[src/ucc_pkg.sv]
// package: constants and types for the usb conditioner config/control block
// assumes a 100 MHz system clock, synchronous active-high reset
// Functional notes
// full speed: no compensation, detect high
// high speed: compensate with set gains, detect high
// reset pin low: shutdown, no compensation, detect low
// shutdown leaves usb data path untouched
// i2c target at 100 kHz bus rate
// i2c enabled only if scl, sda high after reset
// respond at fixed seven-bit target address
// controller pulses hold bit after gain change
// controller keeps reserved fields at default
// controller uses read-modify-write on registers
// ac gain codes 000,001,011,111, read-write
// ac gain loaded from strap at reset
// hold bit resets one, stops state machine
// hold cleared by i2c write, else automatically
// dc gain codes 011,101,111, read-write
// dc gain loaded from three-level strap
// straps captured only at reset release
// integrator starts at ac 0, dc 1
// low speed: no compensation, detect high
// reset pulse valid only if 20 us long
// new gains applied after hold returns zero
package ucc_pkg;
  localparam logic [6:0] UCC_TARGET_ADDR = 7'h2c;
  localparam logic [7:0] UCC_OFS_AC_GAIN = 8'h01;
  localparam logic [7:0] UCC_OFS_HOLD = 8'h03;
  localparam logic [7:0] UCC_OFS_DC_GAIN = 8'h0e;
  localparam int UCC_AC_LSB = 4;
  localparam int UCC_AC_MSB = 6;
  localparam int UCC_HOLD_BIT = 0;
  localparam logic [2:0] UCC_AC_L0 = 3'h0;
  localparam logic [2:0] UCC_AC_L1 = 3'h1;
  localparam logic [2:0] UCC_AC_L2 = 3'h3;
  localparam logic [2:0] UCC_AC_L3 = 3'h7;
  localparam logic [2:0] UCC_DC_40MV = 3'h3;
  localparam logic [2:0] UCC_DC_60MV = 3'h5;
  localparam logic [2:0] UCC_DC_80MV = 3'h7;
  localparam logic [7:0] UCC_HOLD_RESET = 8'h01;
  localparam int UCC_CLK_MHZ = 100;
  localparam int UCC_RST_MIN_US = 20;
  localparam int UCC_RST_MIN_CYC = UCC_RST_MIN_US * UCC_CLK_MHZ;
  localparam int UCC_I2C_KHZ = 100;
  // cycles to wait after reset release before sampling the bus lines
  localparam int UCC_BUS_SAMPLE_CYC = 16;
  // usb link speeds as seen by the analog detector
  typedef enum logic [1:0] {
    UCC_SPD_NONE = 2'b00,
    UCC_SPD_LS = 2'b01,
    UCC_SPD_FS = 2'b11,
    UCC_SPD_HS = 2'b10
  } ucc_speed_t;
  // strap three-level decode: low, mid, high
  typedef enum logic [1:0] {
    UCC_TRI_L = 2'b00,
    UCC_TRI_M = 2'b01,
    UCC_TRI_H = 2'b11
  } ucc_tri_t;
  typedef struct packed {
    logic enable;
    logic [2:0] ac_level;
    logic [2:0] dc_level;
  } ucc_comp_t;
endpackage

[src/ucc_i2c_target.sv]
// i2c target: address match, one offset byte, byte read/write
// assumes scl/sda already synchronous to clk_sys, open-drain sda
`timescale 1ns/1ps
module ucc_i2c_target
(
  input wire logic clk_sys,
  input wire logic srst,
  input wire logic enable,
  input wire logic scl,
  input wire logic sda_in,
  output logic sda_oe,
  output logic wr_stb,
  output logic [7:0] wr_addr,
  output logic [7:0] wr_data,
  output logic [7:0] rd_addr,
  input wire logic [7:0] rd_data
);
  typedef enum logic [2:0] {
    UCC_I_IDLE = 3'b000,
    UCC_I_ADDR = 3'b001,
    UCC_I_ACK = 3'b011,
    UCC_I_RX = 3'b010,
    UCC_I_TX = 3'b110,
    UCC_I_RACK = 3'b111
  } ucc_i2c_st_t;
  ucc_i2c_st_t state;
  logic scl_q;
  logic sda_q;
  logic [7:0] shreg;
  logic [3:0] bitcnt;
  logic is_read;
  logic have_ofs;
  logic ack_drive;
  logic [7:0] ofs;
  wire scl_rise = scl && !scl_q;
  wire scl_fall = !scl && scl_q;
  wire start_c = scl && scl_q && sda_q && !sda_in;
  wire stop_c = scl && scl_q && !sda_q && sda_in;
  assign rd_addr = ofs;
  always_ff @(posedge clk_sys)
  begin
    scl_q <= scl;
    sda_q <= sda_in;
  end
  always_ff @(posedge clk_sys)
  begin
    wr_stb <= 1'b0;
    if (srst || !enable || stop_c)
    begin
      state <= UCC_I_IDLE;
      sda_oe <= 1'b0;
      bitcnt <= 4'h0;
      have_ofs <= 1'b0;
      is_read <= 1'b0;
      ack_drive <= 1'b0;
      if (srst)
      begin
        ofs <= 8'h00;
        shreg <= 8'h00;
        wr_addr <= 8'h00;
        wr_data <= 8'h00;
      end
    end
    else if (start_c)
    begin
      state <= UCC_I_ADDR;
      bitcnt <= 4'h0;
      have_ofs <= 1'b0;
      sda_oe <= 1'b0;
    end
    else
    begin
      case (state)
        UCC_I_ADDR, UCC_I_RX:
        begin
          if (scl_rise)
          begin
            shreg <= {shreg[6:0], sda_in};
            bitcnt <= bitcnt + 4'h1;
          end
          else if (scl_fall && bitcnt == 4'h8)
          begin
            bitcnt <= 4'h0;
            if (state == UCC_I_ADDR)
            begin
              // only our address is acknowledged
              if (shreg[7:1] == ucc_pkg::UCC_TARGET_ADDR)
              begin
                is_read <= shreg[0];
                sda_oe <= 1'b1;
                state <= UCC_I_ACK;
              end
              else
                state <= UCC_I_IDLE;
            end
            else
            begin
              sda_oe <= 1'b1;
              state <= UCC_I_ACK;
              if (!have_ofs)
              begin
                ofs <= shreg;
                have_ofs <= 1'b1;
              end
              else
              begin
                wr_stb <= 1'b1;
                wr_addr <= ofs;
                wr_data <= shreg;
                ofs <= ofs + 8'h01;
              end
            end
          end
        end
        UCC_I_ACK:
        begin
          if (scl_fall)
          begin
            if (is_read)
            begin
              shreg <= rd_data;
              sda_oe <= !rd_data[7];
              bitcnt <= 4'h1;
              state <= UCC_I_TX;
            end
            else
            begin
              sda_oe <= 1'b0;
              state <= UCC_I_RX;
            end
          end
        end
        UCC_I_TX:
        begin
          if (scl_fall)
          begin
            if (bitcnt == 4'h8)
            begin
              sda_oe <= 1'b0;
              ofs <= ofs + 8'h01;
              state <= UCC_I_RACK;
            end
            else
            begin
              sda_oe <= !shreg[6];
              shreg <= {shreg[6:0], 1'b0};
              bitcnt <= bitcnt + 4'h1;
            end
          end
        end
        UCC_I_RACK:
        begin
          if (scl_rise)
            ack_drive <= sda_in;
          else if (scl_fall)
          begin
            if (ack_drive)
              state <= UCC_I_IDLE;
            else
            begin
              shreg <= rd_data;
              sda_oe <= !rd_data[7];
              bitcnt <= 4'h1;
              state <= UCC_I_TX;
            end
          end
        end
        default: state <= UCC_I_IDLE;
      endcase
    end
  end
endmodule // ucc_i2c_target

[src/ucc_config_ctrl.sv]
// top: reset filter, strap capture, i2c register bank, compensation control
// assumes pins synchronous to clk_sys; analog path takes comp outputs
`timescale 1ns/1ps
module ucc_config_ctrl
#(
  parameter int RST_MIN_CYC = ucc_pkg::UCC_RST_MIN_CYC,
  parameter int BUS_SAMPLE_CYC = ucc_pkg::UCC_BUS_SAMPLE_CYC
)
(
  input wire logic clk_sys,
  input wire logic srst,
  input wire logic active_low_reset_pin_n,
  input wire logic [1:0] ac_gain_strap_pin,
  input wire logic [1:0] dc_gain_strap_pin,
  input wire logic [1:0] link_speed,
  input wire logic scl_in,
  input wire logic sda_in,
  output logic sda_oe,
  output logic sda_out,
  output logic connection_detect_out,
  output logic comp_enable,
  output logic [2:0] comp_ac_level,
  output logic [2:0] comp_dc_level,
  output logic i2c_mode,
  output logic cfg_hold
);
  typedef enum logic [1:0] {
    UCC_M_OFF = 2'b00,
    UCC_M_SAMPLE = 2'b01,
    UCC_M_RUN = 2'b11
  } ucc_mode_t;
  ucc_mode_t mode;
  logic [$clog2(RST_MIN_CYC+1)-1:0] low_cnt;
  logic [$clog2(BUS_SAMPLE_CYC+1)-1:0] smp_cnt;
  logic shutdown;
  logic [2:0] ac_level;
  logic [2:0] dc_level;
  logic [7:0] ac_reg_q;
  logic [7:0] dc_reg_q;
  ucc_pkg::ucc_comp_t active_cfg;
  logic wr_stb;
  logic [7:0] wr_addr;
  logic [7:0] wr_data;
  logic [7:0] rd_addr;
  logic [7:0] rd_data;
  logic sda_oe_i;
  wire rst_low_done = (low_cnt == RST_MIN_CYC[$bits(low_cnt)-1:0]);

  // glitch filter: short low pulses do not count as reset
  always_ff @(posedge clk_sys)
  begin
    if (srst)
    begin
      low_cnt <= '0;
      shutdown <= 1'b1;
    end
    else if (active_low_reset_pin_n)
    begin
      low_cnt <= '0;
      shutdown <= 1'b0;
    end
    else if (!rst_low_done)
      low_cnt <= low_cnt + 1'b1;
    else
      shutdown <= 1'b1;
  end

  // mode sequencer: shutdown, sample window, run
  always_ff @(posedge clk_sys)
  begin
    if (srst || shutdown)
    begin
      mode <= UCC_M_OFF;
      smp_cnt <= '0;
      i2c_mode <= 1'b0;
    end
    else
    begin
      case (mode)
        UCC_M_OFF:
        begin
          mode <= UCC_M_SAMPLE;
          smp_cnt <= '0;
        end
        UCC_M_SAMPLE:
        begin
          if (smp_cnt == BUS_SAMPLE_CYC[$bits(smp_cnt)-1:0])
          begin
            i2c_mode <= scl_in && sda_in;
            mode <= UCC_M_RUN;
          end
          else
            smp_cnt <= smp_cnt + 1'b1;
        end
        UCC_M_RUN: mode <= UCC_M_RUN;
        default: mode <= UCC_M_OFF;
      endcase
    end
  end

  function automatic logic [2:0] ac_decode(input logic [1:0] s);
    case (s)
      2'b00: ac_decode = ucc_pkg::UCC_AC_L0;
      2'b01: ac_decode = ucc_pkg::UCC_AC_L1;
      2'b10: ac_decode = ucc_pkg::UCC_AC_L2;
      default: ac_decode = ucc_pkg::UCC_AC_L3;
    endcase
  endfunction

  function automatic logic [2:0] dc_decode(input logic [1:0] s);
    case (s)
      ucc_pkg::UCC_TRI_L: dc_decode = ucc_pkg::UCC_DC_40MV;
      ucc_pkg::UCC_TRI_H: dc_decode = ucc_pkg::UCC_DC_80MV;
      default: dc_decode = ucc_pkg::UCC_DC_60MV;
    endcase
  endfunction

  // straps taken once on leaving shutdown, ignored after
  always_ff @(posedge clk_sys)
  begin
    if (srst)
    begin
      ac_level <= ucc_pkg::UCC_AC_L0;
      dc_level <= ucc_pkg::UCC_DC_60MV;
      ac_reg_q <= 8'h00;
      dc_reg_q <= 8'h00;
    end
    else if (mode == UCC_M_OFF && !shutdown)
    begin
      ac_level <= ac_decode(ac_gain_strap_pin);
      dc_level <= dc_decode(dc_gain_strap_pin);
    end
    else if (wr_stb && i2c_mode)
    begin
      // reserved bits keep whatever was written back
      if (wr_addr == ucc_pkg::UCC_OFS_AC_GAIN)
      begin
        ac_level <= wr_data[ucc_pkg::UCC_AC_MSB:ucc_pkg::UCC_AC_LSB];
        ac_reg_q <= wr_data;
      end
      if (wr_addr == ucc_pkg::UCC_OFS_DC_GAIN)
      begin
        dc_level <= wr_data[2:0];
        dc_reg_q <= wr_data;
      end
    end
  end

  // hold bit: set on reset, auto-clears without i2c
  always_ff @(posedge clk_sys)
  begin
    if (srst || shutdown || mode != UCC_M_RUN)
      cfg_hold <= ucc_pkg::UCC_HOLD_RESET[ucc_pkg::UCC_HOLD_BIT];
    else if (!i2c_mode)
      cfg_hold <= 1'b0;
    else if (wr_stb && wr_addr == ucc_pkg::UCC_OFS_HOLD)
      cfg_hold <= wr_data[ucc_pkg::UCC_HOLD_BIT];
  end

  // gains reach the analog path only while the state machine runs
  always_ff @(posedge clk_sys)
  begin
    if (srst || shutdown)
    begin
      // all-zero would put an illegal dc code on the analog path
      active_cfg.enable <= 1'b0;
      active_cfg.ac_level <= ucc_pkg::UCC_AC_L0;
      active_cfg.dc_level <= ucc_pkg::UCC_DC_60MV;
    end
    else if (!cfg_hold)
    begin
      active_cfg.enable <= 1'b1;
      active_cfg.ac_level <= ac_level;
      active_cfg.dc_level <= dc_level;
    end
    else
      active_cfg.enable <= 1'b0;
  end

  always_comb
  begin
    rd_data = 8'h00;
    case (rd_addr)
      ucc_pkg::UCC_OFS_AC_GAIN:
      begin
        rd_data = ac_reg_q;
        rd_data[ucc_pkg::UCC_AC_MSB:ucc_pkg::UCC_AC_LSB] = ac_level;
      end
      ucc_pkg::UCC_OFS_HOLD: rd_data = {7'h00, cfg_hold};
      ucc_pkg::UCC_OFS_DC_GAIN:
      begin
        rd_data = dc_reg_q;
        rd_data[2:0] = dc_level;
      end
      default: rd_data = 8'h00;
    endcase
  end

  // target sampled at clk_sys, ample for a 100 kHz bus
  ucc_i2c_target u_i2c
  (
    .clk_sys(clk_sys),
    .srst(srst || shutdown),
    .enable(i2c_mode),
    .scl(scl_in),
    .sda_in(sda_in),
    .sda_oe(sda_oe_i),
    .wr_stb(wr_stb),
    .wr_addr(wr_addr),
    .wr_data(wr_data),
    .rd_addr(rd_addr),
    .rd_data(rd_data)
  );

  // outputs; data path itself is analog and never gated here
  always_ff @(posedge clk_sys)
  begin
    if (srst || shutdown)
    begin
      connection_detect_out <= 1'b0;
      comp_enable <= 1'b0;
      comp_ac_level <= ucc_pkg::UCC_AC_L0;
      comp_dc_level <= ucc_pkg::UCC_DC_60MV;
      sda_oe <= 1'b0;
      sda_out <= 1'b0;
    end
    else
    begin
      sda_oe <= sda_oe_i;
      sda_out <= 1'b0;
      connection_detect_out <=
        (link_speed != ucc_pkg::UCC_SPD_NONE);
      comp_enable <= active_cfg.enable &&
        (link_speed == ucc_pkg::UCC_SPD_HS);
      comp_ac_level <= active_cfg.ac_level;
      comp_dc_level <= active_cfg.dc_level;
    end
  end
endmodule // ucc_config_ctrl

[config.mk]
export PLATFORM = sky130hd
export DESIGN_NAME = ucc_config_ctrl
export DESIGN_NICKNAME = d
export VERILOG_FILES = /design/src/ucc_pkg.sv /design/src/ucc_i2c_target.sv /design/src/ucc_config_ctrl.sv
export SDC_FILE = /design/constraint.sdc
export NUM_CORES = 1
export LEC_CHECK = 0
export BUFFER_PORTS_ARGS = -buffer_cell sky130_fd_sc_hd__buf_4
export CAP_MARGIN = 30
export CORE_ASPECT_RATIO = 1.2
export CORE_UTILIZATION = 30
export CTS_BUF_LIST = sky130_fd_sc_hd__clkbuf_8
export CTS_CLUSTER_DIAMETER = 80
export DETAILED_ROUTE_END_ITERATION = 10
export GPL_TIMING_DRIVEN = 1
export PLACE_DENSITY = 0.42
export SYNTH_ARGS = -nofsm -noshare
export SYNTH_HDL_FRONTEND = slang
export SYNTH_SLANG_ARGS = --single-unit
[constraint.sdc]
create_clock -name clk_sys -period 4.1 [get_ports clk_sys]
set_clock_uncertainty 0.05 [all_clocks]
set_input_delay 0.82 -clock clk_sys [delete_from_list [all_inputs] [get_ports clk_sys]]
set_output_delay 0.82 -clock clk_sys [all_outputs]
set_load 0.03 [all_outputs]
==> impl_results.md, run 1 <==
* Clock buffer depth at 2
* Register area share after synthesis at between 50% and 60%
* Ys Warns at 0
* Mapped Nets at between 400 and 500
* Vias per inst at ~4.8
* Worst EP arrival at 2430 ps
* Final Setup Violations at 0
* Initial antenna violation count at 0
* Clk Latency, worst-skew pair at 380 ps
* #FFs+latches synth at 99
* Period utilization at 60.3%
* Post-synth cell types at 62
* CP bufs+invs at 1
* Critical path startpoint category: input port
* CTS tree: done
* Largest stage delay, worst path at approximately 650 ps
* Clock Pin Slew Worst Setup and Hold Paths at ~90 ps
* Asr flop ratio synth at 0%
* Setup Fix Bufs, Post-CTS at 0
* H-tree Lvls at 3
* Slew Limit Fails at 0
* Crit-path most repeated cell: nor2_1
* Starting density of the core at 31.1%
* Power Density at 353 nW/um^2
* Number of synthesized flops with an enable pin at 32
* Initial DRC Count at between 200 and 250
* Number of diodes at 0
* First-pass GRT wire length at about 17000 um
* Hold Crit Class: reg -> reg
* Final instance area at about 5000 um^2
* Final hold violation count at 0
* DRT Pass-1 Iters at 6
* Max-cap violation count at 0
* Post-Syn Area at 4510 um^2
* Final #Nets at around 500
* Via count at between 3000 and 4000
* Worst path required time at just over 4000 ps
* Grt total ovfl at 0
* Worst path top cell family by delay: simple AND/OR/NAND/NOR gates
* Vias in the first global route at about 3200
* DRC violations left at 0
* Syn_area_per_cell at between 9 and 10 um^2
* Unrepaired setup endpoints after global routing: false
* Chip Width at 114 um
* Crit Path Class: in -> reg
* Crit Path Max Fanout at 22
* Critical path's slowest cell: a21oi_1
* Post-Synthesis Cells at around 460
* Detail Route Antenna Nets at 0
* Num rows at between 40 and 50
* PortBufs at 21
* Total track usage at between 10% and 20%
* Root Buffer: clkbuf_8
* Hpwl dp at 7380 um
* Cts bufs inserted at 9
* Clk sink count at about 100
* Most frequent cells in the layout: nor2_1, dfxtp_1, edfxtp_1
* Status: completed
* Power, Total at between 1.5 and 2 mW
* I/O Pins at 23
* Area Growth Syn to Fin at 10.8%
* Final GP Congestion at between 0.7 and 0.8
* Most common cell after layout, fill and taps aside: nor2_1
* WL final at ~10000 um
* Final TNS setup at 0 ps
* WL/cell at 15.2 um
* Leak Pwr at roughly 1.8 nW
* Die height at roughly 140 um
* Fraction of layout cells with a size suffix above 1 at around 9.7%
* Core area at 14500 um^2
* Die area at ~16000 um^2
* Ys flop type: dfxtp_1
* Max_slew headroom at about two fifths
* Worst-Margin Slew at between 800 and 900 ps
* CP cell instances: buf_4 -> nor2_1 -> and3_1 -> nor2_1 -> a21oi_1
* Dpl cell area at between 4000 and 5000 um^2
* Min Tclk post-route at 2470 ps
* Min Hold Slack at about 370 ps
* Peak supply drop at 0.000198 V
* Resize count post-CTS at 0
* Critical path capture point type: flip-flop
* Hold_buf cts at 0
* R2R Setup Slk at roughly 1700 ps
* Largest net degree at the start of global routing at 23
* Peak Freq at 404 MHz
## power by group
part | switching, mW | internal [mW] | leakage [nW]
Combinational | 0.0471 | 0.0299 | 0.796
Sequential | 0.0228 | 1.03 | 0.910
Clock | 0.344 | 0.294 | 0.105
## synthesized netlist by cell type, types with 2 or more instances
cell | instances | area share (%)
nor2_1 | 68 | 5.7
or2_2 | 2 | 0.28
o21ai_0 | 10 | 1.1
and2b_1 | 2 | 0.33
nand3_1 | 21 | 2.3
ha_1 | 10 | 2.8
xnor2_1 | 8 | 1.6
a211oi_1 | 13 | 2.2
a21oi_1 | 24 | 2.7
nor3_1 | 12 | 1.3
inv_1 | 14 | 1.2
nand2_1 | 23 | 1.9
xor2_1 | 9 | 1.7
and3_1 | 7 | 0.97
nor4_1 | 3 | 0.42
buf_4 | 4 | 0.67
a22oi_1 | 3 | 0.50
a21o_1 | 5 | 0.83
clkbuf_2 | 2 | 0.22
dfxtp_1 | 67 | 30
nor2b_1 | 2 | 0.28
and4b_1 | 2 | 0.44
clkbuf_1 | 16 | 1.3
mux2i_1 | 20 | 4.4
a222oi_1 | 6 | 1.3
nand4b_1 | 3 | 0.58
o211ai_1 | 3 | 0.50
and2_1 | 22 | 3.0
or3_1 | 3 | 0.42
nand4_1 | 10 | 1.4
edfxtp_1 | 32 | 21
a31oi_1 | 3 | 0.42
nand3b_1 | 4 | 0.67
## per-stage QoR
stage | utilization [%] | worst slack [ps] | std cells
2_1_floorplan | - | 1400 | 462
3_3_place_gp | 33.1 | 1210 | 659
3_5_place_dp | 33.1 | 1190 | 659
4_1_cts | 34.4 | 1600 | 675
5_1_grt | 34.4 | 1380 | 675
6_report | 34.4 | 1630 | 675
## cell type report
cell class              count  area (um^2)
fillers                  1538         9530
flip-flops and latches     99         2300
multi-input cells         323         2030
well taps                 200          250
repair buffers             23          173
clock buffers              10          138
clock inverters             6         56.3
inverters                  14         52.6
## kinds of logic after synthesis
| family | count (synthesis) | synth area share (%) |
|---|---|---|
| simple gates | 196 | 22.1 |
| flops | 99 | 51.0 |
| compound gates | 79 | 12.3 |
| buf+inv | 40 | 3.99 |
| mux | 20 | 4.43 |
| xor+xnor | 17 | 3.30 |
| fa+ha+maj | 10 | 2.77 |
| other cells | 1 | 0.0831 |
## flip-flops by register name (all words and copies together) (netlist names), 3 cells and up
name           count
u_i2c.wr_addr      8
ac_level           3
ac_reg_q           5
smp_cnt            5
u_i2c.rd_addr      8
comp_dc_level      3
low_cnt           11
u_i2c.state        3
u_i2c.bitcnt       4
dc_reg_q           5
dc_level           3
u_i2c.wr_data      8
u_i2c.shreg        8
comp_ac_level      3
active_cfg         7
## final timing paths
path,from,end,depth (start not counted)
max,srst,u_i2c.rd_addr[1],5
min,active_cfg[6],comp_enable,2
max reg2reg,u_i2c.state[0],u_i2c.shreg[1],5
min reg2reg,active_cfg[6],comp_enable,2
## layer usage
layer | global-route usage, % | up-vias | share of wire, %
met1 | 18.3 | 1495 | 48
met2 | 22.9 | 49 | 46
met4 | 8.08 | 0 | 3.4
met5 | 0 | - | 0
li1 | - | 1662 | -
met3 | 2.94 | 16 | 2.7
## worst min-delay path, stage by stage, from the launching register on
cell,delay [ps]
dfxtp_1,310
nand2_1,50
nor3_1,30
Note: power is estimated with default switching activity, not from simulation.
==> inputs of run 2 (changes only) <==
==> constraint.sdc (replaced) <==
create_clock -name clk_sys -period 2.4 [get_ports clk_sys]
set_clock_uncertainty 0.05 [all_clocks]
set_input_delay 0.48 -clock clk_sys [delete_from_list [all_inputs] [get_ports clk_sys]]
set_output_delay 0.48 -clock clk_sys [all_outputs]
set_load 0.03 [all_outputs]
==> run 2 against run 1 <==
  * Final cell count up 1.8%
  * Sequential cell count unchanged
  * Utilization is 0.71 points higher
  * Critical path depth grew 2
  * Hold slack worse by 170 ps
  * Die area stayed put
  * First-iteration DRC count decreased by 15%
  * Power grew 72%
  * Sequential share of layout area decreased by 0.92 points
  * Final area rose by 2.1%
==> impl_results.md, run 2 (synthesized netlist as in run 1, its figures left out) <==
* Status: completed
* Area Growth Syn to Fin at 13.1%
* Clock Power Share at between 30% and 40%
* Hold Crit Class: in -> reg
* Clock buffer depth at 2
* PortBufs at 21
* Via count at roughly 3300
* H-tree Lvls at 3
* Min Tclk post-route at between 2000 and 2500 ps
* Period utilization at roughly 86%
* Unrepaired setup endpoints after global routing: false
* Final hold violation count at 0
* Hold_buf cts at 0
* Initial antenna violation count at 0
* Core area at 14500 um^2
* DRT Pass-1 Iters at 4
* WL/cell at about 15 um
* Worst-Margin Slew at approximately 550 ps
* Largest net degree at the start of global routing at 21
* Logic gate share of total power at about 4.7%
* Pint at approximately 2.3 mW
* Die area at around 16000 um^2
* Final Setup Violations at 0
* Peak supply drop at between 0.0002 and 0.00025 V
* Worst path required time at approximately 2700 ps
* Top reg by flops: low_cnt
* Total track usage at 14.5%
* Critical path capture point type: flip-flop
* Number of diodes at 0
* Final TNS setup at 0 ps
* Max-cap violation count at 0
* Initial DRC Count at between 200 and 250
* WL final at 10600 um
* Final #Nets at 505
* Power, Total at about 3.0 mW
* WL met3 at 314 um
* Most common cell after layout, fill and taps aside: nor2_1
* Starting density of the core at a little under a third
* Max_slew headroom at around 63%
* First-pass GRT wire length at 16900 um
* Critical path's slowest cell: a2111o_1
* Die height at about 140 um
* Grt total ovfl at 0
* Power Density at 597 nW/um^2
* DRC violations left at 0
* Fin util at a little over a third
* Vias per inst at a little under 5
* Peak Freq at slightly below 500 MHz
* Crit Path Class: reg -> reg
* Hpwl dp at between 7000 and 8000 um
* Max reg flops at 11
* Root Buffer: clkbuf_8
* Largest stage delay, worst path at roughly 520 ps
* I/O Pins at 23
* Met2 Routed Length at about 5000 um
* Worst EP arrival at around 2300 ps
* Slew Limit Fails at 0
* Detail Route Antenna Nets at 0
* CTS tree: done
* Chip Width at ~110 um
* Fill count at ~1500
* Fraction of layout cells with a size suffix above 1 at about an eighth
* Setup Fix Bufs, Post-CTS at 0
* Net Sw Frac at between 20% and 30%
* Num rows at 48
* Vias in the first global route at 3214
* Worst path top cell family by delay: compound AO/OA/AOI/OAI gates
* WL met1 at roughly 4800 um
* Sequential share of power at 58.9%
* Placed cell count at 673
* Final Instance Count excl. Fillers at 687
* CP cell instances: inv_1 -> ha_1 -> nand3b_1 -> o211ai_4 -> a2111o_1 -> or2_1 -> o41ai_2
* NetSw at slightly above 0.7 mW
* Clock Pin Slew Worst Setup and Hold Paths at about 110 ps
* Clk Latency, worst-skew pair at ~380 ps
* Critical path startpoint category: flip-flop
* CP bufs+invs at 1
* Crit Path Max Fanout at 7
* Cts bufs inserted at 9
* Final GP Congestion at around 0.78
* Most frequent cells in the layout: nor2_1, dfxtp_1, buf_4
* Clk sink count at 99
* Resize count post-CTS at 0
* Leak Pwr at 1.88 nW
* Top routing layer used: met4
## run 2: cell count changes in the layout (fill, tap and decap cells not counted), sizes merged
cell,before,now
clkinv,1,0
buf,23,37
clkbuf,10,11
inv,17,16
clkinvlp,1,0
## run 2: per-stage QoR
| stage | hold slack (ps) | cell area (um^2) | setup slack, ps |
|---|---|---|---|
| after floorplan | 357 | 4510 | 44.3 |
| after global placement | 368 | 4910 | 237 |
| after detailed placement | 369 | 4910 | 223 |
| after CTS | 187 | 5110 | 307 |
| after global routing | 195 | 5110 | 140 |
| final | 203 | 5110 | 326 |
## run 2: power by group through the flow
stage               logic [mW]  registers [mW]  clock network [mW]
floorplan               0.0911            1.82                   0
global placement         0.149            1.83                   0
detailed placement       0.148            1.83                   0
CTS                      0.149            1.79                1.15
global route             0.163            1.80                1.21
finish                   0.144            1.79                1.11
## run 2: routing by layer
metal | up-vias | GRT usage, %
met2 | 57 | 24.9
met5 | - | 0
met4 | 0 | 7.58
met3 | 13 | 2.27
met1 | 1577 | 17.5
li1 | 1694 | -
## run 2: worst paths after layout
kind	cells after the start	start	slack, ps	endpoint
min	1	scl_in	200	u_i2c.scl_q
min reg2reg	2	active_cfg[6]	380	comp_enable
max	7	u_i2c.bitcnt[0]	330	u_i2c.bitcnt[3]
max reg2reg	7	u_i2c.bitcnt[0]	330	u_i2c.bitcnt[3]
## run 2: worst register-to-register path, cell delays in order (launching register included)
cell and delay [ps]:
dfxtp_1 400, inv_1 80, ha_1 200, nand3b_1 190, o211ai_4 90, a2111o_1 520, or2_1 270, o41ai_2 180
## run 2: area by class of cell
class | instances | area, um^2 | share of cell area [%]
sequential | 99 | 2300 | 45.1
multi-input combinational | 323 | 2030 | 39.8
timing repair buffer | 37 | 278 | 5.44
tap | 200 | 250 | 4.90
clock buffer | 11 | 151 | 2.96
inverter | 14 | 52.6 | 1.03
clock inverter | 3 | 40.0 | 0.784
